### src/ricpd_map.svh
// Register map, field positions and reset values for the reference block
`ifndef RICPD_MAP_SVH
`define RICPD_MAP_SVH
`define RICPD_OFF_CTL 8'h33
`define RICPD_OFF_ARDIV 8'h34
`define RICPD_OFF_AMDIV 8'h35
`define RICPD_OFF_BRDIV 8'h36
`define RICPD_OFF_BMDIV 8'h37
`define RICPD_OFF_STAT 8'h38
`define RICPD_BIT_SKIP 7
`define RICPD_BIT_KEEP 2
`define RICPD_BIT_AGAIN 1
`define RICPD_BIT_MGAIN 0
`define RICPD_CTL_RST 8'h03
`define RICPD_CTL_MASK 8'hff
`define RICPD_DIV_RST 8'h00
`define RICPD_RDIV_MASK 8'h07
`define RICPD_MDIV_MASK 8'h1f
`define RICPD_ZERO8 8'h00
`define RICPD_ZERO32 32'h0000_0000
`endif

### src/ricpd_pkg.sv
// Types for the reference input control block
`default_nettype none
package ricpd_pkg;
  typedef enum logic [1:0] {
    RICPD_SEL_MAIN = 2'b00,
    RICPD_STOP_MAIN = 2'b01,
    RICPD_SEL_ALT = 2'b10,
    RICPD_STOP_ALT = 2'b11
  } ricpd_mux_t;
endpackage : ricpd_pkg
`default_nettype wire

### src/ricpd_ref_mux.sv
// Glitch-free reference source multiplexer with bypass
`default_nettype none
module ricpd_ref_mux
  import ricpd_pkg::*;
(
  input wire logic core_clk,
  input wire logic rst,
  input wire logic clk_en,
  input wire logic mux_skip,
  input wire logic want_alt,
  input wire logic main_ref,
  input wire logic alt_ref,
  output logic ref_out,
  output logic alt_active
);
  ricpd_mux_t state_q;
  logic ref_q;

  // ***************************
  // Source switch sequence
  // ***************************
  // Stop old then start new
  always_ff @(posedge core_clk or posedge rst) begin
    if (rst) begin
      state_q <= RICPD_SEL_MAIN;
    end else if (clk_en) begin
      case (state_q)
        RICPD_SEL_MAIN: begin
          if (want_alt && !ref_q) begin
            state_q <= RICPD_STOP_MAIN;
          end
        end
        RICPD_STOP_MAIN: begin
          if (!alt_ref) begin
            state_q <= RICPD_SEL_ALT;
          end
        end
        RICPD_SEL_ALT: begin
          if (!want_alt && !ref_q) begin
            state_q <= RICPD_STOP_ALT;
          end
        end
        RICPD_STOP_ALT: begin
          if (!main_ref) begin
            state_q <= RICPD_SEL_MAIN;
          end
        end
        default: begin
          state_q <= RICPD_SEL_MAIN;
        end
      endcase
    end
  end

  // ***************************
  // Output clock register
  // ***************************
  // Bypass takes direct source
  always_ff @(posedge core_clk or posedge rst) begin
    if (rst) begin
      ref_q <= 1'b0;
    end else if (clk_en) begin
      if (mux_skip) begin
        ref_q <= want_alt ? alt_ref : main_ref;
      end else begin
        case (state_q)
          RICPD_SEL_MAIN: ref_q <= main_ref;
          RICPD_SEL_ALT: ref_q <= alt_ref;
          default: ref_q <= 1'b0;
        endcase
      end
    end
  end

  assign ref_out = ref_q;
  assign alt_active = mux_skip ? want_alt :
    (state_q == RICPD_SEL_ALT) || (state_q == RICPD_STOP_MAIN);
endmodule : ricpd_ref_mux
`default_nettype wire

### src/ricpd_top.sv
// Reference input control and synthesizer pre-divider registers
//
// Implementation choice: the Avalon-MM register port.
`include "ricpd_map.svh"
`default_nettype none
module ricpd_top
  import ricpd_pkg::*;
#(
  parameter int ADDR_W = 8
)
(
  input wire logic core_clk,
  input wire logic rst,
  input wire logic clk_en,
  input wire logic [ADDR_W-1:0] avs_address,
  input wire logic avs_read,
  input wire logic avs_write,
  input wire logic [31:0] avs_writedata,
  input wire logic [3:0] avs_byteenable,
  output logic [31:0] avs_readdata,
  output logic avs_waitrequest,
  input wire logic ref_select_alt,
  input wire logic main_ref,
  input wire logic alt_ref,
  output logic ref_clk_out,
  output logic ref_mux_skip,
  output logic alt_xtal_enable,
  output logic alt_buffer_gain,
  output logic main_buffer_gain,
  output logic [2:0] synth_a_pre_div,
  output logic [4:0] synth_a_m_ratio,
  output logic [2:0] synth_b_pre_div,
  output logic [4:0] synth_b_m_ratio
);
  initial begin
    if (ADDR_W < 8) begin
      $error("ADDR_W too small");
    end
  end

  logic [7:0] ctl_q;
  logic [7:0] ardiv_q;
  logic [7:0] amdiv_q;
  logic [7:0] brdiv_q;
  logic [7:0] bmdiv_q;
  logic ack_q;
  logic wait_q;
  logic [31:0] rdata_q;
  logic alt_active;
  logic mux_out;
  logic alt_on_q;
  logic [2:0] ra_q;
  logic [4:0] ma_q;
  logic [2:0] rb_q;
  logic [4:0] mb_q;

  // ***************************
  // Address decode
  // ***************************
  function automatic logic hit(input logic [ADDR_W-1:0] a,
                               input logic [7:0] off);
    hit = (a == ADDR_W'(off));
  endfunction : hit

  function automatic logic [31:0] rd_mux(input logic [ADDR_W-1:0] a,
    input logic [7:0] c, input logic [7:0] r1, input logic [7:0] m1,
    input logic [7:0] r2, input logic [7:0] m2, input logic st);
    rd_mux = `RICPD_ZERO32;
    if (hit(a, `RICPD_OFF_CTL)) rd_mux = {24'h00_0000, c};
    if (hit(a, `RICPD_OFF_ARDIV)) rd_mux = {24'h00_0000, r1};
    if (hit(a, `RICPD_OFF_AMDIV)) rd_mux = {24'h00_0000, m1};
    if (hit(a, `RICPD_OFF_BRDIV)) rd_mux = {24'h00_0000, r2};
    if (hit(a, `RICPD_OFF_BMDIV)) rd_mux = {24'h00_0000, m2};
    if (hit(a, `RICPD_OFF_STAT)) rd_mux = {31'h0000_0000, st};
  endfunction : rd_mux

  logic req;
  logic wr_go;
  assign req = (avs_read || avs_write) && !ack_q;
  // Write lands at the edge that sees waitrequest low
  assign wr_go = avs_write && ack_q && avs_byteenable[0];

  // ***************************
  // Bus handshake
  // ***************************
  always_ff @(posedge core_clk or posedge rst) begin
    if (rst) begin
      ack_q <= 1'b0;
      wait_q <= 1'b1;
    end else if (clk_en) begin
      ack_q <= req;
      wait_q <= !req;
    end
  end

  always_ff @(posedge core_clk or posedge rst) begin
    if (rst) begin
      rdata_q <= `RICPD_ZERO32;
    end else if (clk_en) begin
      if (avs_read && !ack_q) begin
        rdata_q <= rd_mux(avs_address, ctl_q, ardiv_q, amdiv_q, brdiv_q,
                          bmdiv_q, alt_on_q);
      end
    end
  end

  assign avs_readdata = rdata_q;
  assign avs_waitrequest = wait_q;

  // ***************************
  // Register writes
  // ***************************
  // Skip bit resets to zero
  always_ff @(posedge core_clk or posedge rst) begin
    if (rst) begin
      ctl_q <= `RICPD_CTL_RST;
    end else if (clk_en && wr_go && hit(avs_address, `RICPD_OFF_CTL)) begin
      ctl_q <= avs_writedata[7:0] & `RICPD_CTL_MASK;
    end
  end

  always_ff @(posedge core_clk or posedge rst) begin
    if (rst) begin
      ardiv_q <= `RICPD_DIV_RST;
    end else if (clk_en && wr_go && hit(avs_address, `RICPD_OFF_ARDIV)) begin
      ardiv_q <= avs_writedata[7:0] & `RICPD_RDIV_MASK;
    end
  end

  always_ff @(posedge core_clk or posedge rst) begin
    if (rst) begin
      amdiv_q <= `RICPD_DIV_RST;
    end else if (clk_en && wr_go && hit(avs_address, `RICPD_OFF_AMDIV)) begin
      amdiv_q <= avs_writedata[7:0] & `RICPD_MDIV_MASK;
    end
  end

  always_ff @(posedge core_clk or posedge rst) begin
    if (rst) begin
      brdiv_q <= `RICPD_DIV_RST;
    end else if (clk_en && wr_go && hit(avs_address, `RICPD_OFF_BRDIV)) begin
      brdiv_q <= avs_writedata[7:0] & `RICPD_RDIV_MASK;
    end
  end

  always_ff @(posedge core_clk or posedge rst) begin
    if (rst) begin
      bmdiv_q <= `RICPD_DIV_RST;
    end else if (clk_en && wr_go && hit(avs_address, `RICPD_OFF_BMDIV)) begin
      bmdiv_q <= avs_writedata[7:0] & `RICPD_MDIV_MASK;
    end
  end

  // ***************************
  // Reference multiplexer
  // ***************************
  // Glitch-free source change
  ricpd_ref_mux u_mux (
    .core_clk(core_clk),
    .rst(rst),
    .clk_en(clk_en),
    .mux_skip(ctl_q[`RICPD_BIT_SKIP]),
    .want_alt(ref_select_alt),
    .main_ref(main_ref),
    .alt_ref(alt_ref),
    .ref_out(mux_out),
    .alt_active(alt_active)
  );

  // ***************************
  // Alternate crystal power
  // ***************************
  // Off after return to main unless the keep bit is set
  always_ff @(posedge core_clk or posedge rst) begin
    if (rst) begin
      alt_on_q <= 1'b0;
    end else if (clk_en) begin
      if (alt_active) begin
        alt_on_q <= 1'b1;
      end else if (!ctl_q[`RICPD_BIT_KEEP]) begin
        alt_on_q <= 1'b0;
      end
    end
  end

  // ***************************
  // Registered outputs
  // ***************************
  always_ff @(posedge core_clk or posedge rst) begin
    if (rst) begin
      ra_q <= 3'h0;
      ma_q <= 5'h00;
      rb_q <= 3'h0;
      mb_q <= 5'h00;
    end else if (clk_en) begin
      ra_q <= ardiv_q[2:0];
      ma_q <= amdiv_q[4:0];
      rb_q <= brdiv_q[2:0];
      mb_q <= bmdiv_q[4:0];
    end
  end

  assign ref_clk_out = mux_out;
  assign alt_xtal_enable = alt_on_q;
  assign ref_mux_skip = ctl_q[`RICPD_BIT_SKIP];
  assign alt_buffer_gain = ctl_q[`RICPD_BIT_AGAIN];
  assign main_buffer_gain = ctl_q[`RICPD_BIT_MGAIN];
  assign synth_a_pre_div = ra_q;
  assign synth_a_m_ratio = ma_q;
  assign synth_b_pre_div = rb_q;
  assign synth_b_m_ratio = mb_q;
endmodule : ricpd_top
`default_nettype wire

### config.mk
export PLATFORM = sky130hd
export DESIGN_NAME = ricpd_top
export DESIGN_NICKNAME = d
export VERILOG_FILES = /design/src/ricpd_pkg.sv /design/src/ricpd_ref_mux.sv /design/src/ricpd_top.sv
export VERILOG_INCLUDE_DIRS = /design/src /design/src/src
export SDC_FILE = /design/constraint.sdc
export NUM_CORES = 1
export LEC_CHECK = 0
export BUFFER_PORTS_ARGS = -buffer_cell sky130_fd_sc_hd__buf_2
export CELL_PAD_IN_SITES_DETAIL_PLACEMENT = 1
export CELL_PAD_IN_SITES_GLOBAL_PLACEMENT = 1
export CORE_MARGIN = 4
export CORE_UTILIZATION = 25
export DETAILED_ROUTE_END_ITERATION = 10
export HOLD_SLACK_MARGIN = 0.15
export PLACE_DENSITY_LB_ADDON = 0.25
export SLEW_MARGIN = 20
export SYNTH_ARGS = -nofsm -noshare
export SYNTH_HDL_FRONTEND = slang
export SYNTH_SLANG_ARGS = --single-unit
### constraint.sdc
create_clock -name core_clk -period 1.75 [get_ports core_clk]
set_input_delay 0.35 -clock core_clk [delete_from_list [all_inputs] [get_ports core_clk]]
set_output_delay 0.35 -clock core_clk [all_outputs]
set_load 0.02 [all_outputs]
# After elaboration in Yosys (flattened, before gate mapping)

Cells that the tools add are included.

Muxes and demuxes: 17
Eq/ne operators: 14
Reductions and logical operators: 22

Operator list:

| kind                                                                     | number |
|---|---|
| 32-bit 2-to-1 mux                                                        | 5 |
| 8-bit by 6-bit == test with 1-bit output (second input constant)         | 6 |
| 1-bit logical AND                                                        | 12 |
| 2-bit 2-to-1 mux                                                         | 4 |
| 8-bit 2-to-1 mux                                                         | 1 |
| 2-bit case mux with 4 select lines                                       | 1 |
| 2-bit by 1-bit inequality test with 1-bit output (second input constant) | 3 |
| 1-bit 2-to-1 mux                                                         | 5 |
| 5-bit AND reduction                                                      | 1 |
| 2-bit == test (second input constant)                                    | 2 |
| 1-bit zero test                                                          | 4 |
| 2-bit inequality test (second input constant)                            | 2 |
| 2-bit AND reduction                                                      | 2 |
| 2-bit by 1-bit == test with 1-bit output (second input constant)         | 1 |
| 2-bit zero test                                                          | 1 |
| 1-bit logical OR                                                         | 2 |
| 1-bit case mux with 2 select lines                                       | 1 |

Register bits: 78
Input bits: 52
Word-level logic and storage cells: 68
Output and inout bits: 54

# Longest topological paths before layout

Gate-level depths: netlist (run 1).

Depth after elaboration: 7
Mapped depth: 6
Depth with buffers taken out: 6

# Modules after synthesis

A second synthesis (run 1) with hierarchy kept.

Cell total of the unflattened synthesis: 218
Area total of the unflattened synthesis: 2720.1 um^2

By module, submodules not included:

| module        | times used | cells an instance | sequential area each (um^2) | area each (um^2) |
|---|---|---|---|---|
| ricpd_top     | 1          | 191               | 1280.0                      | 2441.1 |
| ricpd_ref_mux | 1          | 27                | 75.1                        | 279.0 |

# Least setup slack after synthesis (run 1)

No wires, ideal clock.

Path kind: input-to-reg
From: input port avs_address[6]
To: register amdiv_q[0]
Stages: 4
Arrival time: 1.660 ns
Slack: -0.035 ns
Library setup time: 0.125 ns
Path buffers: 0
Data required time: 1.625 ns
Cell sequence: nand4bb_4 -> or4b_4 -> nor2b_4 -> mux2_2

Word-level cells in the longest chain between the ends: 2

RTL lines:

| item                                     | RTL line         | text |
|---|---|---|
| start: declaration                       | ricpd_top.sv:15  | `input wire logic [ADDR_W-1:0] avs_address,` |
| 8-bit by 6-bit == test with 1-bit output | ricpd_top.sv:62  | `hit = (a == ADDR_W'(off));` |
| 1-bit logical AND                        | ricpd_top.sv:133 | `` end else if (clk_en && wr_go && hit(avs_address, `RICPD_OFF_AMDIV)) begin `` |
| end signal: assignment                   | ricpd_top.sv:132 | `` amdiv_q <= `RICPD_DIV_RST; `` |
| end signal: assignment                   | ricpd_top.sv:134 | `` amdiv_q <= avs_writedata[7:0] & `RICPD_MDIV_MASK; `` |
| end: declaration                         | ricpd_top.sv:43  | `logic [7:0] amdiv_q;` |

No other way between the ends.
A chain may end at the register's enable or synchronous reset.

# Final worst setup path (run 1)

From: register ack_q
To: register ctl_q[6]

Word-level cells in the longest chain between the ends: 4

RTL lines:

| item                           | RTL line         | text |
|---|---|---|
| start: declaration             | ricpd_top.sv:46  | `logic ack_q;` |
| start signal: assignment       | ricpd_top.sv:91  | `ack_q <= req;` |
| 1-bit logical AND (2 in a row) | ricpd_top.sv:81  | `assign wr_go = avs_write && ack_q && avs_byteenable[0];` |
| 1-bit logical AND (2 in a row) | ricpd_top.sv:117 | `` end else if (clk_en && wr_go && hit(avs_address, `RICPD_OFF_CTL)) begin `` |
| end signal: assignment         | ricpd_top.sv:116 | `` ctl_q <= `RICPD_CTL_RST; `` |
| end signal: assignment         | ricpd_top.sv:118 | `` ctl_q <= avs_writedata[7:0] & `RICPD_CTL_MASK; `` |
| end: declaration               | ricpd_top.sv:41  | `logic [7:0] ctl_q;` |

No other way between the ends.

==> results.md, run 1 <==
- Combinational power share: 23.4%
- Site Rows: 37
- Filler Cell Count: approximately 1.2k
- Max-capacitance violation count: 0
- Initial Utilization: 25.9%
- Area Overhead vs Synth: 30.2%
- Post-DP HPWL: 5.07 mm
- Port Buffers: 54
- Final setup margin: -0.137 ns
- Area of the multi-input gates: 1320 um2
- Post-synthesis cell area: 2700 um2
- Critical path arrival: 2.08 ns
- DR WL/cell: between 15 and 20 um
- Starting DRT DRC Count: 46
- Initial antenna violation count: 0
- Root buf cell: clkbuf_8
- Post-Route Setup TNS: -2.14 ns
- CORE AREA: 10400 um2
- FMAX: 0.530 GHz
- Clk buf depth: 2
- Mean Syn Cell Area: 12.3 um2
- GP Congestion: 0.785
- DR vias: 1936
- H-tree Lvls: 2
- Clk Latency, worst-skew pair: 0.31 ns
- Synth Register Bits: 54
- Global-route wire length before repair: 11.1 mm
- Tot GR Track Use: 10.9%
- WS Path Type: reg -> reg
- Netlist cell types: 47
- CTS tree: done
- Sw frac: 29.2%
- Post-synth EDFFs: 0
- Crit end category: register
- Pleak: between 1.5 and 2 nW
- Die area: 12500 um2
- Reg power frac: 47.1%
- Most used DFF post-synth: dfrtp_1
- Worst IR Drop VDD: ~340 uV
- Slew Limit Fails: 0
- Total power: about 3 mW
- DR vias/cell: around 4.4
- Register area: 1360 um2
- DRC: 0
- CTS Sinks: between 50 and 60
- Tcrit/Tclk final: 108%
- DRT Pass-1 Iters: 4
- Async S/R FF share, synth: 100%
- Failing checks: negative setup slack
- WL final: 6.78 mm
- Clk slew on worst S/H paths: 0.10 ns
- Antenna viol nets, final: 0
- Share of cells above drive strength 1: 52.3%
- CP startpoint kind: register
- Horiz. Die Dim: 112 um
- Final setup violating endpoints: 18
- Clock network power share: 29.5%
- Final instance area: 3520 um2
- Setup Skew: between 0.01 and 0.015 ns
- Int Power: 2.06 mW
- Register area share after synthesis: 50.1%
- Ant diodes: 0
- Core Util, Final: 33.8%
- Die Ht: around 110 um
- Worst slack, placed: -0.269 ns
- Remaining global-route overflow: 0
- Crit path time final: 1.89 ns
- CP required: 1.94 ns
- Final Hold Vio Count: 0
- Tightest Hold Check Type: in -> reg
- Vias in the first global route: 2048
- Mapped Cells: ~220
- Power per cell area: 828 nW/um2
- Io pins: 106
- Sw Pwr: 852 uW
- Largest net degree at the start of global routing: 55
- RSZ-0062 raised after global routing: true
- Status: complete, but fails checks
- DP Area: 3250 um2
- CTS Buf Count: 5
- Yosys warning total: 0
- Fin nets: 361
- Crit path max fanout: 8
==> cells in the final DEF, fill, tap and decap left out, types with 5 or more instances in the layout <==
cell / synthesis / layout
clkbuf_8: 0 / 5
buf_2: 0 / 54
mux2_2: 46 / 28
inv_1: 7 / 5
conb_1: 1 / 24
buf_4: 24 / 29
dfrtp_1: 51 / 51
mux2_4: 0 / 18
o21ai_0: 8 / 8
nand2_1: 9 / 8
==> layout make-up <==
class | count | share of cell area (%)
Inverter | 7 | 0.747
Timing Repair Buffer | 87 | 15.4
Tap cell | 136 | 4.83
Multi-Input combinational cell | 150 | 37.4
Clock buffer | 5 | 1.96
Clock inverter | 3 | 1.24
Sequential cell | 54 | 38.5
==> through the flow <==
stage,std cells,hold slack (ns)
after floorplan,242,0.462
after global placement,427,0.435
after detailed placement,427,0.442
after CTS,440,0.264
after global routing,442,0.271
final,442,0.279
==> path summary, 6_finish.rpt <==
path                                        startpoint                             end  slack [ns]  cells past startpoint
hold / removal                        avs_writedata[7]            ctl_q[7]$_DFFE_PP0P_        0.28                      2
min in group asynchronous                          rst  synth_b_pre_div[0]$_DFFE_PP0P_        0.63                      4
hold reg to reg            avs_readdata[4]$_DFFE_PP0P_     avs_readdata[4]$_DFFE_PP0P_        0.49                      2
max in group asynchronous                          rst     avs_waitrequest$_DFFE_PP1P_        0.82                      4
setup / recovery                     ack_q$_DFFE_PP0P_            ctl_q[6]$_DFFE_PP0P_       -0.14                      4
setup reg to reg                     ack_q$_DFFE_PP0P_            ctl_q[6]$_DFFE_PP0P_       -0.14                      4
==> cell usage after synthesis, types with 3 or more instances <==
master	instances	area, um2
nand2_1	9	33.8
mux2_2	46	518
ha_1	4	50.1
nor2b_1	3	18.8
clkbuf_1	4	15.0
dfstp_2	3	78.8
o31ai_1	3	22.5
a22oi_1	3	22.5
dfrtp_1	51	1280
nor2_1	4	15.0
nor3_1	4	20.0
a22o_1	4	35.0
buf_4	24	180
o21ai_0	8	40.0
inv_1	7	26.3
mux2i_1	3	30.0
==> worst max-delay path, cell delays in order (launching register included) <==
cell     delay [ns]
dfrtp_1        0.36
nand4_1        0.17
or4b_4         0.64
nor2_8         0.28
mux2_4         0.33
==> power by group through the flow <==
stage	Sequential, mW	Combinational, mW	Clock (mW)
after floorplan	1.42	0.376	0
after global placement	1.39	0.583	0
after detailed placement	1.40	0.607	0
after CTS	1.37	0.633	0.912
after global routing	1.38	0.755	0.953
final	1.37	0.682	0.861
==> cells by family after synthesis <==
family	count (synthesis)	share of synthesized area (%)
compound gates	29	7.45
fa+ha+maj	4	1.85
buf+inv	38	8.66
flops	54	50.1
mux	49	20.3
other cells	1	0.139
simple gates	44	11.5
==> state kept, by name, indices dropped and copies added, names as in the netlist, 5 cells and up <==
signal,count
synth_b_m_ratio,5
synth_a_m_ratio,5
avs_readdata,8
amdiv_q,5
bmdiv_q,5
ctl_q,8
==> metal layers <==
layer,global-route usage [%],up-vias,wire length (um)
met1,15.7,976,3280
met2,16.7,54,3090
li1,-,904,-
met3,2.93,2,387
met4,2.16,0,29
met5,0,-,0
==> timing repair <==
item	CTS	global route
setup endpoints to repair	19	25
hold buffers	1	0
pin swaps	2	5
resized for setup	9	15
setup buffers	4	2
hold endpoints to repair	51	0
No activity file was read; power rests on OpenSTA's default activity.
==> run 2, diff against run 1 <==
- CELL_PAD_IN_SITES_DETAIL_PLACEMENT: 1 -> 0
==> results.md, run 2 (synthesized netlist as in run 1, its figures left out) <==
- Final Hold Vio Count: 0 (unchanged)
- FMAX: 0.531 GHz (+0.19%)
- Vias in the first global route: 1885 (-8.0%)
- Worst slack, placed: -0.259 ns (+0.00995 ns)
- CTS tree: done
- Worst IR Drop VDD: 419 uV (+23%)
- Horiz. Die Dim: 112 um (unchanged)
- Setup Skew: 0.0134 ns (-0.000678 ns)
- Initial antenna violation count: 0 (unchanged)
- Io pins: 106 (unchanged)
- DP Area: 3250 um2 (unchanged)
- Crit path time final: 1.88 ns (-0.00359 ns)
- Leading cell type in the layout, fill and taps excluded: buf_2
- CTS Sinks: 54 (unchanged)
- Share of cells above drive strength 1: 51.5% (-0.80 points)
- Largest net degree at the start of global routing: 55 (unchanged)
- Slowest cell on crit path: or4b_4
- DRT Pass-1 Iters: 2 (-2)
- Clk Latency, worst-skew pair: 0.31 ns (about the same)
- Most frequent cells in the layout: 54 x buf_2, 51 x dfrtp_1, 34 x mux2_2
- Pleak: 1.78 nW (-1.4%)
- CP startpoint kind: register
- Final instance area: 3470 um2 (-1.5%)
- Tot GR Track Use: 10.5% (-0.48 points)
- Global-route wire length before repair: 10.5 mm (-5.5%)
- Status: complete, but fails checks
- CP Cell Sequence: nand4_1 > or4b_4 > nor2_4 > mux2_2
- Site Rows: 37 (unchanged)
- H-tree Lvls: 2 (unchanged)
- Max incr delay on CP: 0.64 ns (about the same)
- Port Buffers: 54 (unchanged)
- Final setup margin: -0.133 ns (+0.00359 ns)
- Final setup violating endpoints: 18 (unchanged)
- Max-capacitance violation count: 0 (unchanged)
- Critical path arrival: 2.09 ns (about the same)
- Tcrit/Tclk final: 108% (-0.21 points)
- Die area: 12500 um2 (unchanged)
- Initial Utilization: 25.9% (unchanged)
- CORE AREA: 10400 um2 (unchanged)
- Ant diodes: 0 (unchanged)
- Crit path max fanout: 5 (-3)
- Starting DRT DRC Count: 57 (+24%)
- Die Ht: 112 um (unchanged)
- RSZ-0062 raised after global routing: true
- Crit end category: register
- DRC: 0 (unchanged)
- Clk slew on worst S/H paths: 0.10 ns (about the same)
- Power per cell area: 844 nW/um2 (+2.0%)
- CP required: 1.95 ns (about the same)
- GP Congestion: 0.785 (unchanged)
- CTS Buf Count: 5 (unchanged)
- Post-DP HPWL: 4.88 mm (-3.9%)
- Failing checks: negative setup slack
- Root buf cell: clkbuf_8
- Area Overhead vs Synth: 28.2%
- Tightest Hold Check Type: in -> reg
- WL final: 6.58 mm (-2.9%)
- WS Path Type: reg -> reg
- DR vias/cell: 4.24 (-3.3%)
- DR WL/cell: 15.0 um (-2.3%)
- Antenna viol nets, final: 0 (unchanged)
- Clk buf depth: 2 (unchanged)
- DR vias: 1860 (-3.9%)
- Slew Limit Fails: 0 (unchanged)
- Remaining global-route overflow: 0 (unchanged)
- Fin nets: 358 (-0.83%)
## run 2: metal layers
layer  global-route usage, %  wire [um]  up-vias
met5                       0          0        -
li1                        -          -      900
met3                    2.72        345        7
met2                    15.0       2910       53
met4                    2.72         76        0
met1                    15.6       3260      900
## run 2: final timing paths
check                                            start  slack (ns)  cells after the start                     endpoint
min in group asynchronous                          rst        0.63                      4       bmdiv_q[0]$_DFFE_PP0P_
max in group asynchronous                          rst        0.82                      4         ctl_q[0]$_DFFE_PP1P_
max reg2reg                          ack_q$_DFFE_PP0P_       -0.13                      4       bmdiv_q[3]$_DFFE_PP0P_
min                                   avs_writedata[7]        0.28                      2         ctl_q[7]$_DFFE_PP0P_
min reg2reg                avs_readdata[4]$_DFFE_PP0P_        0.49                      2  avs_readdata[4]$_DFFE_PP0P_
max                                  ack_q$_DFFE_PP0P_       -0.13                      4       bmdiv_q[3]$_DFFE_PP0P_
## run 2: what timing repair did
action,4_1_cts,5_1_grt
hold endpoints to repair,51,0
buffers inserted,1,2
pin swaps,0,1
hold buffers,1,0
gates resized for setup,1,14
setup endpoints to repair,18,25
## run 2: stage by stage
stage          hold slack (ns)  total power [mW]  TNS, ns  utilization [%]  std cells
4_1_cts                  0.260              2.93    -1.97             32.6        437
2_1_floorplan            0.462              1.79   -0.327                -        242
3_3_place_gp             0.435              1.97    -5.48             31.2        427
5_1_grt                  0.269              3.11    -3.13             33.3        439
3_5_place_dp             0.437              1.99    -5.27             31.2        427
6_report                 0.276              2.93    -1.90             33.3        439
## run 2: critical path, delay by kind of cell (launching register included)
kind / cells / cell delay, ns
and+or+nand+nor: 3 / 1.06
DFF: 1 / 0.36
muxes: 1 / 0.37
## run 2: final cells by class
type / count / area, um2
Tap cell: 136 / 170
Timing Repair Buffer: 84 / 510
Clock inverter: 2 / 38.8
Multi-Input combinational cell: 150 / 1280
Fill cell: 1084 / 6950
Inverter: 7 / 26.3
Clock buffer: 6 / 82.6
Sequential cell: 54 / 1360
## run 2: report_power, final
part	switching (mW)	internal (mW)	total, mW
Combinational	0.350	0.311	0.661
Sequential	0.0622	1.31	1.38
Clock	0.419	0.471	0.891
